## config.mk

```make
export PLATFORM = sky130hd
export DESIGN_NAME = cvca_top
export DESIGN_NICKNAME = d
export VERILOG_FILES = /design/src/cvca_card_clk.sv /design/src/cvca_top.sv
export SDC_FILE = /design/constraint.sdc
export NUM_CORES = 1
export LEC_CHECK = 0
export BUFFER_PORTS_ARGS = -buffer_cell sky130_fd_sc_hd__buf_2
export CELL_PAD_IN_SITES_DETAIL_PLACEMENT = 0
export CELL_PAD_IN_SITES_GLOBAL_PLACEMENT = 1
export CORE_MARGIN = 10
export CORE_UTILIZATION = 47
export CTS_CLUSTER_DIAMETER = 30
export DETAILED_ROUTE_END_ITERATION = 12
export PLACE_DENSITY = 0.93
export SLEW_MARGIN = 20
export SYNTH_ARGS = -nofsm -noshare
export SYNTH_HDL_FRONTEND = slang
export SYNTH_SLANG_ARGS = --single-unit
```

## constraint.sdc

```tcl
create_clock -name i_ref_clk -period 5 [get_ports i_ref_clk]
set_input_delay 0.75 -clock i_ref_clk [delete_from_list [all_inputs] [get_ports i_ref_clk]]
set_output_delay 0.75 -clock i_ref_clk [all_outputs]
set_load 0.005 [all_outputs]
```

## src/cvca_card_clk.sv

```systemverilog
`default_nettype none

// ----------------------------------------------------------------------
// Shared constants and types
// ----------------------------------------------------------------------
package cvca_pkg;

   // Reference clock and card clock range, in MHz.
   localparam int REF_MHZ      = 200;
   localparam int CARD_MHZ_MIN = 1;
   localparam int CARD_MHZ_MAX = 5;

   // Half period limits of the card clock in reference cycles.
   localparam logic [6:0] HALF_MIN = 7'(REF_MHZ / (2 * CARD_MHZ_MAX));
   localparam logic [6:0] HALF_MAX = 7'(REF_MHZ / (2 * CARD_MHZ_MIN));

   // Settle times in ns and their counts in reference cycles.
   localparam int REF_PERIOD_NS   = 1000 / REF_MHZ;
   localparam int VCC_SETTLE_NS   = 1000;
   localparam int DEACT_NS        = 1000;
   localparam logic [15:0] VCC_SETTLE_CYC =
      16'((VCC_SETTLE_NS + REF_PERIOD_NS - 1) / REF_PERIOD_NS);
   localparam logic [15:0] DEACT_CYC =
      16'((DEACT_NS + REF_PERIOD_NS - 1) / REF_PERIOD_NS);

   // Card clock cycles with reset held low after the clock starts.
   localparam logic [15:0] RST_LOW_CLKS = 16'h0190;

   // Corrupted answers tolerated at one class.
   localparam logic [1:0] CORRUPT_MAX = 2'h3;

   // Class indices: bit positions in the voltage class byte.
   localparam logic [1:0] CLS_A = 2'h0;
   localparam logic [1:0] CLS_B = 2'h1;
   localparam logic [1:0] CLS_C = 2'h2;
   localparam int CLS_BITS = 3;

   // Answer-to-reset report from the receiver.
   typedef struct packed {
      logic       valid;
      logic       corrupt;
      logic       class_present;
      logic [7:0] voltage_class_byte;
   } cvca_atr_s;

   // Outcome of the sequence.
   typedef struct packed {
      logic       selected;
      logic       rejected;
      logic [1:0] class_idx;
   } cvca_status_s;

endpackage : cvca_pkg

// ----------------------------------------------------------------------
// Card clock divider
// ----------------------------------------------------------------------
module cvca_card_clk
   import cvca_pkg::*;
(
   // Clock and reset.
   input  wire logic       i_ref_clk,
   input  wire logic       i_rst,
   input  wire logic       i_ce,
   // Control.
   input  wire logic       i_run,
   input  wire logic [6:0] i_half,
   // Card clock.
   output logic            o_card_clk,
   output logic            o_rise
);

   logic [6:0] cnt_q;
   logic [6:0] half;

   // Clamp the half period so the rate stays within 1 to 5 MHz.
   always_comb
   begin
      half = i_half;
      if (i_half < HALF_MIN)
      begin
         half = HALF_MIN;
      end
      else if (i_half > HALF_MAX)
      begin
         half = HALF_MAX;
      end
   end

   // Equal high and low halves give a 50 % duty cycle.
   always_ff @(posedge i_ref_clk)
   begin
      if (i_rst)
      begin
         cnt_q      <= 7'h00;
         o_card_clk <= 1'b0;
         o_rise     <= 1'b0;
      end
      else if (i_ce)
      begin
         o_rise <= 1'b0;
         if (!i_run)
         begin
            cnt_q      <= 7'h00;
            o_card_clk <= 1'b0;
         end
         else if (cnt_q >= half - 7'h01)
         begin
            cnt_q      <= 7'h00;
            o_card_clk <= ~o_card_clk;
            o_rise     <= ~o_card_clk;
         end
         else
         begin
            cnt_q <= cnt_q + 7'h01;
         end
      end
   end

endmodule : cvca_card_clk

`default_nettype wire

```

## src/cvca_top.sv

```systemverilog
// Contract
// - Every activation starts at the lowest-voltage class the terminal supports.
// - With no answer the card is deactivated and reactivated one class higher if supported.
// - An answer at the first class lacking that class but listing a supported one reactivates there.
// - With no common class no command is ever allowed, and the card may be deactivated.
// - A corrupted answer causes a reset at the same class until three have been seen.
// - After three corrupted answers a retry may use only the next higher class.
// - Class switching completes before any other interface activity is permitted.
// - Bits 4 and 5 mean classes D and E and are never taken as A to C.
// - The terminal generates the card clock and can run it from 1 to 5 MHz.
// - The card clock high time stays between 40 % and 60 % of the period.
// - The class field is the global byte following the T=15 indication.
`default_nettype none

module cvca_top
   import cvca_pkg::*;
#(
   parameter logic [15:0] ATR_TIMEOUT_CLKS = 16'h9c40
)
(
   // Clock, reset and enable.
   input  wire logic          i_ref_clk,
   input  wire logic          i_rst,
   input  wire logic          i_ce,
   // Control.
   input  wire logic          i_start,
   input  wire logic [2:0]    i_term_classes,
   input  wire logic [6:0]    i_clk_half,
   // Answer report from the receiver.
   input  wire cvca_atr_s     i_atr,
   // Card pins.
   input  wire logic          i_io,
   output logic              o_io_out,
   output logic              o_io_oe,
   output logic              o_card_clk,
   output logic              o_card_rst,
   output logic              o_vcc_en,
   output logic [1:0]        o_vcc_class,
   // Status.
   output logic              o_busy,
   output logic              o_apdu_allow,
   output cvca_status_s      o_status
);

   // -------------------------------------------------------------------
   // State machine
   // -------------------------------------------------------------------
   typedef enum logic [6:0] {
      ST_IDLE   = 7'b000_0001,
      ST_POWER  = 7'b000_0010,
      ST_CLKON  = 7'b000_0100,
      ST_WAIT   = 7'b000_1000,
      ST_DEACT  = 7'b001_0000,
      ST_DONE   = 7'b010_0000,
      ST_REJECT = 7'b100_0000
   } cvca_state_e;

   cvca_state_e state_q;
   logic [15:0] cnt_q;
   logic [1:0]  cls_q;
   logic [1:0]  corrupt_q;
   logic        first_q;
   logic        start_bit_q;
   logic        retry_q;
   logic        clk_run_q;
   logic        card_clk;
   logic        card_rise;
   logic        io_s1_q;
   logic        io_s2_q;
   logic        io_s3_q;
   logic        io_lvl_q;
   logic        io_fall;

   // Lowest voltage class the terminal supports: C before B before A.
   logic [1:0] lowest_cls;
   logic       higher_ok;
   logic [2:0] card_cls;
   logic [2:0] common;
   logic [1:0] common_low;
   logic       card_legal;

   // -------------------------------------------------------------------
   // Card clock
   // -------------------------------------------------------------------
   cvca_card_clk u_clk (
      .i_ref_clk (i_ref_clk),
      .i_rst     (i_rst),
      .i_ce      (i_ce),
      .i_run     (clk_run_q),
      .i_half    (i_clk_half),
      .o_card_clk(card_clk),
      .o_rise    (card_rise)
   );

   // -------------------------------------------------------------------
   // I/O pin synchroniser
   // -------------------------------------------------------------------
   // Three stages; the level changes once stages two and three agree.
   always_ff @(posedge i_ref_clk)
   begin
      if (i_rst)
      begin
         io_s1_q  <= 1'b1;
         io_s2_q  <= 1'b1;
         io_s3_q  <= 1'b1;
         io_lvl_q <= 1'b1;
      end
      else if (i_ce)
      begin
         io_s1_q <= i_io;
         io_s2_q <= io_s1_q;
         io_s3_q <= io_s2_q;
         if (io_s2_q == io_s3_q)
         begin
            io_lvl_q <= io_s3_q;
         end
      end
   end

   // A start bit is a falling edge of the filtered level.
   assign io_fall = io_lvl_q && !io_s2_q && !io_s3_q;

   // -------------------------------------------------------------------
   // Class decode
   // -------------------------------------------------------------------
   // Only bits 1 to 3 are classes A to C; D and E bits are ignored.
   always_comb
   begin
      card_cls   = i_atr.voltage_class_byte[CLS_BITS-1:0];
      card_legal = !(card_cls[CLS_A] && card_cls[CLS_C]
                     && !card_cls[CLS_B]);
      common     = card_cls & i_term_classes;
      common_low = CLS_A;
      if (common[CLS_C])
      begin
         common_low = CLS_C;
      end
      else if (common[CLS_B])
      begin
         common_low = CLS_B;
      end
      lowest_cls = CLS_A;
      if (i_term_classes[CLS_C])
      begin
         lowest_cls = CLS_C;
      end
      else if (i_term_classes[CLS_B])
      begin
         lowest_cls = CLS_B;
      end
      higher_ok = (cls_q != CLS_A) && i_term_classes[cls_q - 2'h1];
   end

   // -------------------------------------------------------------------
   // Sequencer
   // -------------------------------------------------------------------
   // Walks power, clock, reset release and the answer window per class.
   always_ff @(posedge i_ref_clk)
   begin
      if (i_rst)
      begin
         state_q     <= ST_IDLE;
         cnt_q       <= 16'h0000;
         cls_q       <= CLS_A;
         corrupt_q   <= 2'h0;
         first_q     <= 1'b0;
         start_bit_q <= 1'b0;
         retry_q     <= 1'b0;
         clk_run_q   <= 1'b0;
      end
      else if (i_ce)
      begin
         unique case (state_q)
            ST_IDLE, ST_DONE, ST_REJECT:
            begin
               if (i_start && i_term_classes != 3'h0)
               begin
                  cls_q     <= lowest_cls;
                  first_q   <= 1'b1;
                  corrupt_q <= 2'h0;
                  cnt_q     <= 16'h0000;
                  clk_run_q <= 1'b0;
                  state_q   <= ST_POWER;
               end
            end
            ST_POWER:
            begin
               if (cnt_q >= VCC_SETTLE_CYC - 16'h0001)
               begin
                  cnt_q     <= 16'h0000;
                  clk_run_q <= 1'b1;
                  state_q   <= ST_CLKON;
               end
               else
               begin
                  cnt_q <= cnt_q + 16'h0001;
               end
            end
            ST_CLKON:
            begin
               if (card_rise)
               begin
                  if (cnt_q >= RST_LOW_CLKS - 16'h0001)
                  begin
                     cnt_q       <= 16'h0000;
                     start_bit_q <= 1'b0;
                     state_q     <= ST_WAIT;
                  end
                  else
                  begin
                     cnt_q <= cnt_q + 16'h0001;
                  end
               end
            end
            ST_WAIT:
            begin
               if (io_fall)
               begin
                  start_bit_q <= 1'b1;
               end
               if (i_atr.valid && i_atr.corrupt)
               begin
                  cnt_q <= 16'h0000;
                  state_q <= ST_DEACT;
                  if (corrupt_q < CORRUPT_MAX - 2'h1)
                  begin
                     corrupt_q <= corrupt_q + 2'h1;
                     retry_q   <= 1'b1;
                  end
                  else
                  begin
                     corrupt_q <= 2'h0;
                     first_q   <= 1'b0;
                     retry_q   <= higher_ok;
                     cls_q     <= higher_ok ? cls_q - 2'h1 : cls_q;
                  end
               end
               else if (i_atr.valid)
               begin
                  corrupt_q <= 2'h0;
                  if (!i_atr.class_present || card_cls[cls_q])
                  begin
                     state_q <= ST_DONE;
                  end
                  else if (first_q && card_legal && common != 3'h0)
                  begin
                     cls_q   <= common_low;
                     first_q <= 1'b0;
                     retry_q <= 1'b1;
                     cnt_q   <= 16'h0000;
                     state_q <= ST_DEACT;
                  end
                  else
                  begin
                     retry_q <= 1'b0;
                     cnt_q   <= 16'h0000;
                     state_q <= ST_DEACT;
                  end
               end
               else if (card_rise && !start_bit_q)
               begin
                  if (cnt_q >= ATR_TIMEOUT_CLKS - 16'h0001)
                  begin
                     cnt_q     <= 16'h0000;
                     first_q   <= 1'b0;
                     corrupt_q <= 2'h0;
                     retry_q   <= higher_ok;
                     cls_q     <= higher_ok ? cls_q - 2'h1 : cls_q;
                     state_q   <= ST_DEACT;
                  end
                  else
                  begin
                     cnt_q <= cnt_q + 16'h0001;
                  end
               end
            end
            ST_DEACT:
            begin
               clk_run_q <= 1'b0;
               if (cnt_q >= DEACT_CYC - 16'h0001)
               begin
                  cnt_q   <= 16'h0000;
                  state_q <= retry_q ? ST_POWER : ST_REJECT;
               end
               else
               begin
                  cnt_q <= cnt_q + 16'h0001;
               end
            end
         endcase
      end
   end

   // -------------------------------------------------------------------
   // Pin and status outputs
   // -------------------------------------------------------------------
   // All outputs are registered; reset is released only in the answer
   // window and once selected, and commands are allowed only once switching has ended.
   always_ff @(posedge i_ref_clk)
   begin
      if (i_rst)
      begin
         o_io_out     <= 1'b0;
         o_io_oe      <= 1'b0;
         o_card_clk   <= 1'b0;
         o_card_rst   <= 1'b0;
         o_vcc_en     <= 1'b0;
         o_vcc_class  <= CLS_A;
         o_busy       <= 1'b0;
         o_apdu_allow <= 1'b0;
         o_status     <= '0;
      end
      else if (i_ce)
      begin
         o_io_out     <= 1'b0;
         o_io_oe      <= 1'b0;
         o_card_clk   <= card_clk;
         o_card_rst   <= (state_q == ST_WAIT) || (state_q == ST_DONE);
         o_vcc_en     <= (state_q == ST_POWER) || (state_q == ST_CLKON)
                         || (state_q == ST_WAIT) || (state_q == ST_DONE);
         o_vcc_class  <= cls_q;
         o_busy       <= !((state_q == ST_IDLE) || (state_q == ST_DONE)
                           || (state_q == ST_REJECT));
         o_apdu_allow <= (state_q == ST_DONE);
         o_status.selected  <= (state_q == ST_DONE);
         o_status.rejected  <= (state_q == ST_REJECT);
         o_status.class_idx <= cls_q;
      end
   end

endmodule : cvca_top

`default_nettype wire

```

# Word-level counts from Yosys, hierarchy flattened
# Index checks and enable logic that the tools add are counted.
[op_classes]
n_eq_ne = 21
muxes = 78
reduce_logical = 43
n_bitwise = 2
div_mod_pow = 0
mul = 0
addsub = 5
order_cmp = 9
shifts = 0
[op_table]
columns = ["cell", "n"]
rows = [
  ["2-to-1 mux 16 bit", 9],
  ["2-to-1 mux 7 bit", 14],
  ["one-hot mux 16 bit (4 select lines)", 1],
  ["one-hot mux 7 bit (5 select lines)", 1],
  ["2-to-1 mux 2 bit", 17],
  ["2-to-1 mux 1 bit", 28],
  ["AND reduction 5 bit", 4],
  ["adder 16 x 1 -> 16 bit (second input constant)", 1],
  ["greater-or-equal comparator 16 bit (second input constant)", 1],
  ["greater-or-equal comparator 16 x 8 -> 1 bit (second input constant)", 1],
  ["greater-or-equal comparator 16 x 9 -> 1 bit (second input constant)", 1],
  ["!= test 4 bit (second input constant)", 4],
  ["AND reduction 8 bit", 2],
  ["nonzero test 3 bit", 5],
  ["logical AND 1 bit", 10],
  ["!= test 2 bit (second input constant)", 5],
  ["one-hot mux 2 bit (2 select lines)", 2],
  ["adder 7 x 1 -> 7 bit (second input constant)", 1],
  ["equality test 7 x 1 -> 1 bit (second input constant)", 1],
  ["equality test 7 x 2 -> 1 bit (second input constant)", 1],
  ["equality test 7 x 3 -> 1 bit (second input constant)", 1],
  ["equality test 7 x 4 -> 1 bit (second input constant)", 1],
  ["equality test 7 x 5 -> 1 bit (second input constant)", 1],
  ["equality test 7 x 6 -> 1 bit (second input constant)", 1],
  ["25 further kinds", 45],
]
[totals]
word_cells = 180
input_bits = 26
output_inout_bits = 13
register_bits = 52
n_memories = 0
ramBits = 0
latchBits = 0
romBits = 0

# Logic depth before layout (Yosys ltp)
# Gate-level depths: netlist of the first run.
[depth]
ltp_word = 10
depth_mapped = 13

# Hierarchy
# A second synthesis of the first run with hierarchy kept.
[unflattened]
cells_unflattened = 402
hier_area_um2 = 3188.1
[modules_own_cells]
columns = ["mod", "instances", "area_each_um2", "cells_per_inst"]
rows = [
  ["cvca_top", 1, 2511.2, 317],
  ["cvca_card_clk", 1, 676.9, 85],
]

# Worst setup path before layout of the first run
# OpenSTA, ideal clock, no wires.
[synth_path]
path_kind = "input port to flip-flop"
from = "input port i_clk_half[3]"
to = "register u_clk.o_card_clk"
setup_time_ns = 0.092
arrival_ns = 2.817
cell_stages = 13
path_slack_ns = 2.091
cell_sequence = "nor2_1 a21oi_1 a21oi_1 nand2_1 ha_1 nand3_1 xnor2_1 ha_1 a21o_1 a21oi_1 o21ai_0 a31o_2 o32ai_1"
[synth_via]
elab_chain_len = 7
word_cells_on_any_way = 8
[synth_lines]
columns = ["item", "line_no", "source"]
rows = [
  ["start: declaration", "cvca_top.sv:28", "input wire logic [6:0] i_clk_half,"],
  ["greater-than comparator 7 bit", "cvca_card_clk.sv:84", "else if (i_half > HALF_MAX)"],
  ["2-to-1 mux 7 bit", "cvca_card_clk.sv:84", ""],
  ["2-to-1 mux 7 bit *", "cvca_card_clk.sv:80", "if (i_half < HALF_MIN)"],
  ["subtractor 7 x 1 -> 7 bit *", "cvca_card_clk.sv:107", "else if (cnt_q >= half - 7'h01)"],
  ["greater-or-equal comparator 7 bit *", "cvca_card_clk.sv:107", ""],
  ["!= test 2 x 1 -> 1 bit (no line) *", "-", ""],
  ["AND reduction 2 bit (no line) *", "-", ""],
  ["end signal: assignment", "cvca_card_clk.sv:110", "o_card_clk <= ~o_card_clk;"],
  ["end: declaration", "cvca_card_clk.sv:69", "output logic o_card_clk,"],
]
# Mark *: on every way between the ends. The rest lies on a longest branch, timed or not.
# A chain may end at the register's enable or synchronous reset.

# Worst setup path after layout of the first run
# Same ends and word-level chain as after synthesis.

==> metrics, run 1 <==
Top delay family on crit path=compound AO/OA/AOI/OAI gates; die width=103 um; detailed placement HPWL=about 5.4 mm; R2R setup slack=approximately 2100 ps; Reg2Reg Depth=7; Post-Syn Area=3220 um2; Simple-Gate Fraction of Synth Area=about a quarter; XOR/XNOR Fraction of Synth Area=about 3.3%; ranking of synthesized cells by area=dfxtp_1, a22o_1, nor2_1; setup tns final=0 ps; adder-cell share of the synthesized area=roughly 4.6%; DIE HEIGHT=103 um; largest family of logic cells by synthesized area=simple AND/OR/NAND/NOR gates; antenna viol nets, final=0; top cell type's share of synthesized area=between 30% and 40%; sequential share of the synthesized area=32.3%; CP Max Fanout=7; Unique masters post-synth=66; worst r2r src=cnt_q[0]; final core utilization=roughly half; dominant synthesized flop cell=dfxtp_1; Clock transition at path regs=100 ps; WHS=between 400 and 500 ps; largest net degree at the start of global routing=43; # Max-Cap Violations=0; Antenna diodes=0; num ports=39; worst r2r dst=cnt_q[3]; EDFF count, synth=0; total clock sinks=52; die area=roughly 11000 um2; TritonCTS clock tree=done; RePlAce Congestion=~0.85; multiplexer share of the synthesized area=around 4.4%; most used cell, CP=a21oi_1; hold buffers post-CTS=0; DR pass1 iterations=4; worst setup path start=i_clk_half[3]; synthesized area per cell=just over 8 um2; WP data arrival=3270 ps; detailed-route DRC error count=0; final period utilization=61.4%; row count=30; worst-skew pair later-pin latency=approximately 320 ps; Max-slew headroom=a little under half; CTS Root Cell=clkbuf_8; Seq cells post-synth=52; CP cell instances=buf_2 -> nor2_1 -> a21oi_1 -> a21oi_1 -> nand2_1 -> ha_1 -> nand3_1 -> xnor2_1 -> ha_1 -> a21o_1 -> a21oi_1 -> o21ai_0 -> a31o_2 -> o32ai_1; Synth Area in Compound Gates=a little under a quarter; Req. time, crit path=roughly 5200 ps; Crit. End Element=flip-flop; Static Leak=roughly 1.4 nW; CTS Buffer Depth=2; Post-synth ARST share=0%; outcome=completed; Initial Util=48.0%; minimum clock period=approximately 3100 ps; DRT iter0 DRCs=about 150; Layout Skew=approximately 13 ps; number of antenna violations at the first check in global routing=0; Final nets=443; Ys Warns=0; maximum clock rate=about 330 MHz; H-tree depth=2; Commonest cells post-synth=dfxtp_1, nor2_1, nand2_1, a21oi_1, a22o_1; largest area contributor in the netlist=dfxtp_1; WP depth=14; Avg WL per Cell=~15 um; vias in the first global route=about 2700; Critical Path Sink=u_clk.o_card_clk; number of vias per cell=~5.8; Synth Instances=~390; final hold vios=0; core area=approximately 6700 um2; Buffers on Ports=31; Worst-Margin Slew=814 ps; Worst path max stage delay=between 300 and 400 ps; vias post-DR=roughly 2800; unrepaired setup endpoints after global routing=no; Num CTS Buffers=5; Worst path slowest cell=a31o_2; crit path kind=in2reg; Hold Crit Class=reg2reg; gr usage total=~14%; Buf/Inv on CP=1; count leader, synth=dfxtp_1; CTS resizes=0; P&R area growth vs syn=6.41%; global-route wire length before repair=about 12 mm; CP Launch Type=input port; Slew Viols, Final=0; Final Total Pwr=between 0.8 and 0.9 mW; routed wire length=just over 7 mm; overflow left after global routing=0; PwrDens=between 200 and 250 nW/um2; setup violators final=0; setup bufs post-CTS=0; Max rail drop VDD=roughly 0.15 mV; layout cell share with drive strength beyond 1=between 10% and 20%
## logic make-up (layout without fill, tap and decap cells)
kind of cell | count (synthesis) | after routing
flip-flops | 52 | 52
AND/OR/NAND/NOR | 160 | 160
buffers and inverters | 44 | 56
adder cells (fa/ha/maj) | 12 | 12
AO/OA/AOI/OAI | 99 | 99
XOR/XNOR | 12 | 12
other | 1 | 2
multiplexers | 14 | 14
## metrics by stage
step	area, um2	std cells	worst slack (ps)
final	3430	487	1930
after CTS	3430	487	1920
after global routing	3430	487	1680
after floorplan	3230	395	2090
after global placement	3330	479	1730
after detailed placement	3330	479	1590
## layer usage
layer,part of all wire [%],track usage [%],vias up
met3,3.2,2.35,8
met5,0,0,-
met1,47,17.7,1335
met2,48,23.4,38
li1,-,-,1463
met4,1.2,4.28,0
## power by group
| group | internal [mW] | total (mW) | switching (mW) | leakage [nW] |
|---|---|---|---|---|
| logic | 0.0581 | 0.140 | 0.0821 | 0.887 |
| clock network | 0.103 | 0.256 | 0.153 | 0.0463 |
| registers | 0.424 | 0.438 | 0.0137 | 0.421 |
## layout by cell type (no fill, tap or decap), drive strengths merged, types with 3 or more instances in the layout
| cell type | instances |
|---|---|
| a211oi | 4 |
| a21oi | 21 |
| a22o | 20 |
| a31o | 4 |
| and2 | 3 |
| and3 | 7 |
| buf | 31 |
| clkbuf | 5 |
| dfxtp | 52 |
| ha | 11 |
| inv | 17 |
| mux2i | 13 |
| nand2 | 30 |
| nand2b | 3 |
| nand3 | 12 |
| nand4 | 6 |
| nor2 | 43 |
| nor2b | 6 |
| nor3 | 20 |
| nor3b | 3 |
| nor4 | 6 |
| nor4b | 4 |
| o21a | 3 |
| o21ai | 12 |
| o31ai | 11 |
| or2 | 3 |
| or3 | 4 |
| or4 | 4 |
| xnor2 | 6 |
| xor2 | 6 |
## layout make-up
| class | count | area, um2 |
|---|---|---|
| timing repair buffer | 31 | 155 |
| clock buffer | 5 | 68.8 |
| sequential | 52 | 1040 |
| multi-input combinational | 299 | 1970 |
| fill | 660 | 3290 |
| clock inverter | 3 | 27.5 |
| tap | 80 | 100 |
| inverter | 17 | 63.8 |
## worst min path at each step
stage          slack [ps]         start           end  cells after the start
2_1_floorplan         440       io_s1_q       io_s1_q                      2
3_3_place_gp          450   o_status[2]   o_status[2]                      2
3_5_place_dp          460   o_status[2]   o_status[2]                      2
4_1_cts               480  corrupt_q[0]  corrupt_q[0]                      2
5_1_grt               510   o_status[2]   o_status[2]                      2
6_report              470   o_status[2]   o_status[2]                      2
## sequential cells by signal, indices dropped and copies added, names as in the netlist, 2 cells and up
signal	flops
o_status	4
cnt_q	16
u_clk.cnt_q	7
state_q	7
cls_q	2
corrupt_q	2
## worst register-to-register path: stages, from the launching register on
cell and delay (ps):
dfxtp_1 350, ha_1 250, and3_1 210, or4_1 410
a311o_1 420, and3_1 320, nor3_2 670, a22o_1 230
(Power assumes the default switching activity.)
==> run 2: changes to the inputs <==
--- a/config.mk
+++ b/config.mk
@@ -9,10 +9,10 @@
 export CELL_PAD_IN_SITES_DETAIL_PLACEMENT = 0
 export CELL_PAD_IN_SITES_GLOBAL_PLACEMENT = 1
 export CORE_MARGIN = 10
-export CORE_UTILIZATION = 47
+export CORE_UTILIZATION = 39
 export CTS_CLUSTER_DIAMETER = 30
 export DETAILED_ROUTE_END_ITERATION = 12
-export PLACE_DENSITY = 0.93
+export PLACE_DENSITY = 0.83
 export SLEW_MARGIN = 20
 export SYNTH_ARGS = -nofsm -noshare
 export SYNTH_HDL_FRONTEND = slang
==> constraint.sdc (replaced) <==
create_clock -name i_ref_clk -period 2.8 [get_ports i_ref_clk]
set_input_delay 0.42 -clock i_ref_clk [delete_from_list [all_inputs] [get_ports i_ref_clk]]
set_output_delay 0.42 -clock i_ref_clk [all_outputs]
set_load 0.005 [all_outputs]
==> run 2 against run 1 <==
Non-clock buffer count grew 14; die area grew 16%; utilization shrank 6.8 points; register-to-register slack worse by 1900 ps; largest power group unchanged; flip-flop and latch count unchanged; critical path type is now reg2reg; total power grew 91%; design area up 4.9%; via count increased by 1.5%.
==> metrics, run 2 (same netlist as run 1, synthesis figures left out) <==
commonest non-fill, non-tap cell in the layout=dfxtp_1; Layout Skew=between 10 and 15 ps; crit path kind=reg2reg; die area=about 12000 um2; total clock sinks=52; CP Max Fanout=13; RePlAce Congestion=just over 0.8; Fillers=just over 800; Final Total Pwr=about 1.6 mW; # Max-Cap Violations=0; Antenna diodes=0; final period utilization=between 90 and 100%; setup violators final=0; die width=111 um; Worst-Margin Slew=533 ps; unrepaired setup endpoints after global routing=no; antenna viol nets, final=0; CP Launch Type=flip-flop; routed wire length=~7.5 mm; vias in the first global route=2893; minimum clock period=roughly 2600 ps; TritonCTS clock tree=done; Max rail drop VDD=~0.21 mV; worst r2r src=cnt_q[0]; WP data arrival=around 2800 ps; PwrDens=between 400 and 500 nW/um2; detailed placement HPWL=between 5 and 6 mm; R2R setup slack=around 210 ps; row count=33; Req. time, crit path=between 3000 and 4000 ps; CTS Root Cell=clkbuf_8; global-route wire length before repair=12.8 mm; vias post-DR=~2900; Max-slew headroom=~64%; maximum clock rate=386 MHz; num ports=39; setup tns final=0 ps; Buffers on Ports=31; Avg WL per Cell=approximately 14 um; core area=a little over 8000 um2; Clock transition at path regs=around 100 ps; area of the multi-input gates=around 2000 um2; worst-skew pair later-pin latency=about 310 ps; largest registers=cnt_q (16), state_q (7), u_clk.cnt_q (7); Crit. End Element=flip-flop; H-tree depth=2; max reg flops=16; DR pass1 iterations=4; detailed-route DRC error count=0; Initial Util=between 30% and 40%; hold_sp=i_io; commonest non-fill, non-tap cells in the layout=dfxtp_1, nor2_1, buf_2, nand2_1, a21oi_1; hold buffers post-CTS=0; setup bufs post-CTS=0; worst setup path start=cnt_q[0]; Hold Crit Class=in2reg; outcome=completed; number of vias per cell=5.49; gr usage total=a little under an eighth; CTS Buffer Depth=2; DIE HEIGHT=roughly 110 um; Slew Viols, Final=0; Num CTS Buffers=5; DRT iter0 DRCs=124; layout cell share with drive strength beyond 1=15.9%; Final nets=~460; largest net degree at the start of global routing=26; number of antenna violations at the first check in global routing=0; final hold vios=0; sequential cell area=1040 um2; Largest Register=cnt_q; P&R area growth vs syn=11.6%; Static Leak=1.44 nW; overflow left after global routing=0
-- run 2: cell types whose count changed in the layout (fill, tap and decap cells not counted), sizes merged --
| cell | change |
|---|---|
| clkbuf | +1 |
| clkinvlp | -1 |
| buf | +14 |
| inv | -1 |
| bufinv | +1 |
-- run 2: report_power, final --
group          internal, mW  switching [mW]
Clock                 0.293           0.254
Sequential            0.757          0.0238
Combinational         0.116           0.150
Total                  1.17           0.427
-- run 2: timing repair --
| item | CTS | global route |
|---|---|---|
| gates resized for setup | 0 | 2 |
| endpoints found under the hold margin | 0 | 0 |
| setup endpoints to repair | 0 | 13 |
-- run 2: layer usage --
| layer | GRT usage [%] | wire length [um] | vias to the layer above |
|---|---|---|---|
| li1 | - | - | 1497 |
| met1 | 14.6 | 3630 | 1349 |
| met2 | 19.7 | 3540 | 32 |
| met3 | 2.27 | 186 | 8 |
| met4 | 3.56 | 97 | 0 |
| met5 | 0 | 0 | - |
-- run 2: final timing paths --
kind             endpoint  cells after the start
min reg2reg  corrupt_q[0]                      2
min               io_s1_q                      3
max reg2reg      cnt_q[3]                      8
max              cnt_q[3]                      8
-- run 2: through the flow --
stage	cells	worst slack (ps)	hold slack (ps)	cell area, um2	util (%)
final	526	212	317	3600	44.2
after global routing	526	3.09	321	3600	44.2
after CTS	526	151	311	3590	44.1
after detailed placement	518	-55.2	465	3470	42.7
after global placement	518	-12.3	452	3470	42.7
after floorplan	395	221	441	3230	-
-- run 2: area by class of cell --
cell class | count | area share [%]
Clock buffer | 6 | 2.30
Clock inverter | 2 | 1.08
Inverter | 17 | 1.77
Multi-Input combinational cell | 299 | 55.0
Sequential cell | 52 | 28.9
Tap cell | 105 | 3.65
Timing Repair Buffer | 45 | 7.23
-- run 2: critical path: stages, from the launching register on --
cell	delay [ps]
dfxtp_1	370
ha_1	270
and3_1	220
or4_1	410
a311o_1	410
and3_1	320
nor3_2	160
buf_4	230
a22o_1	150
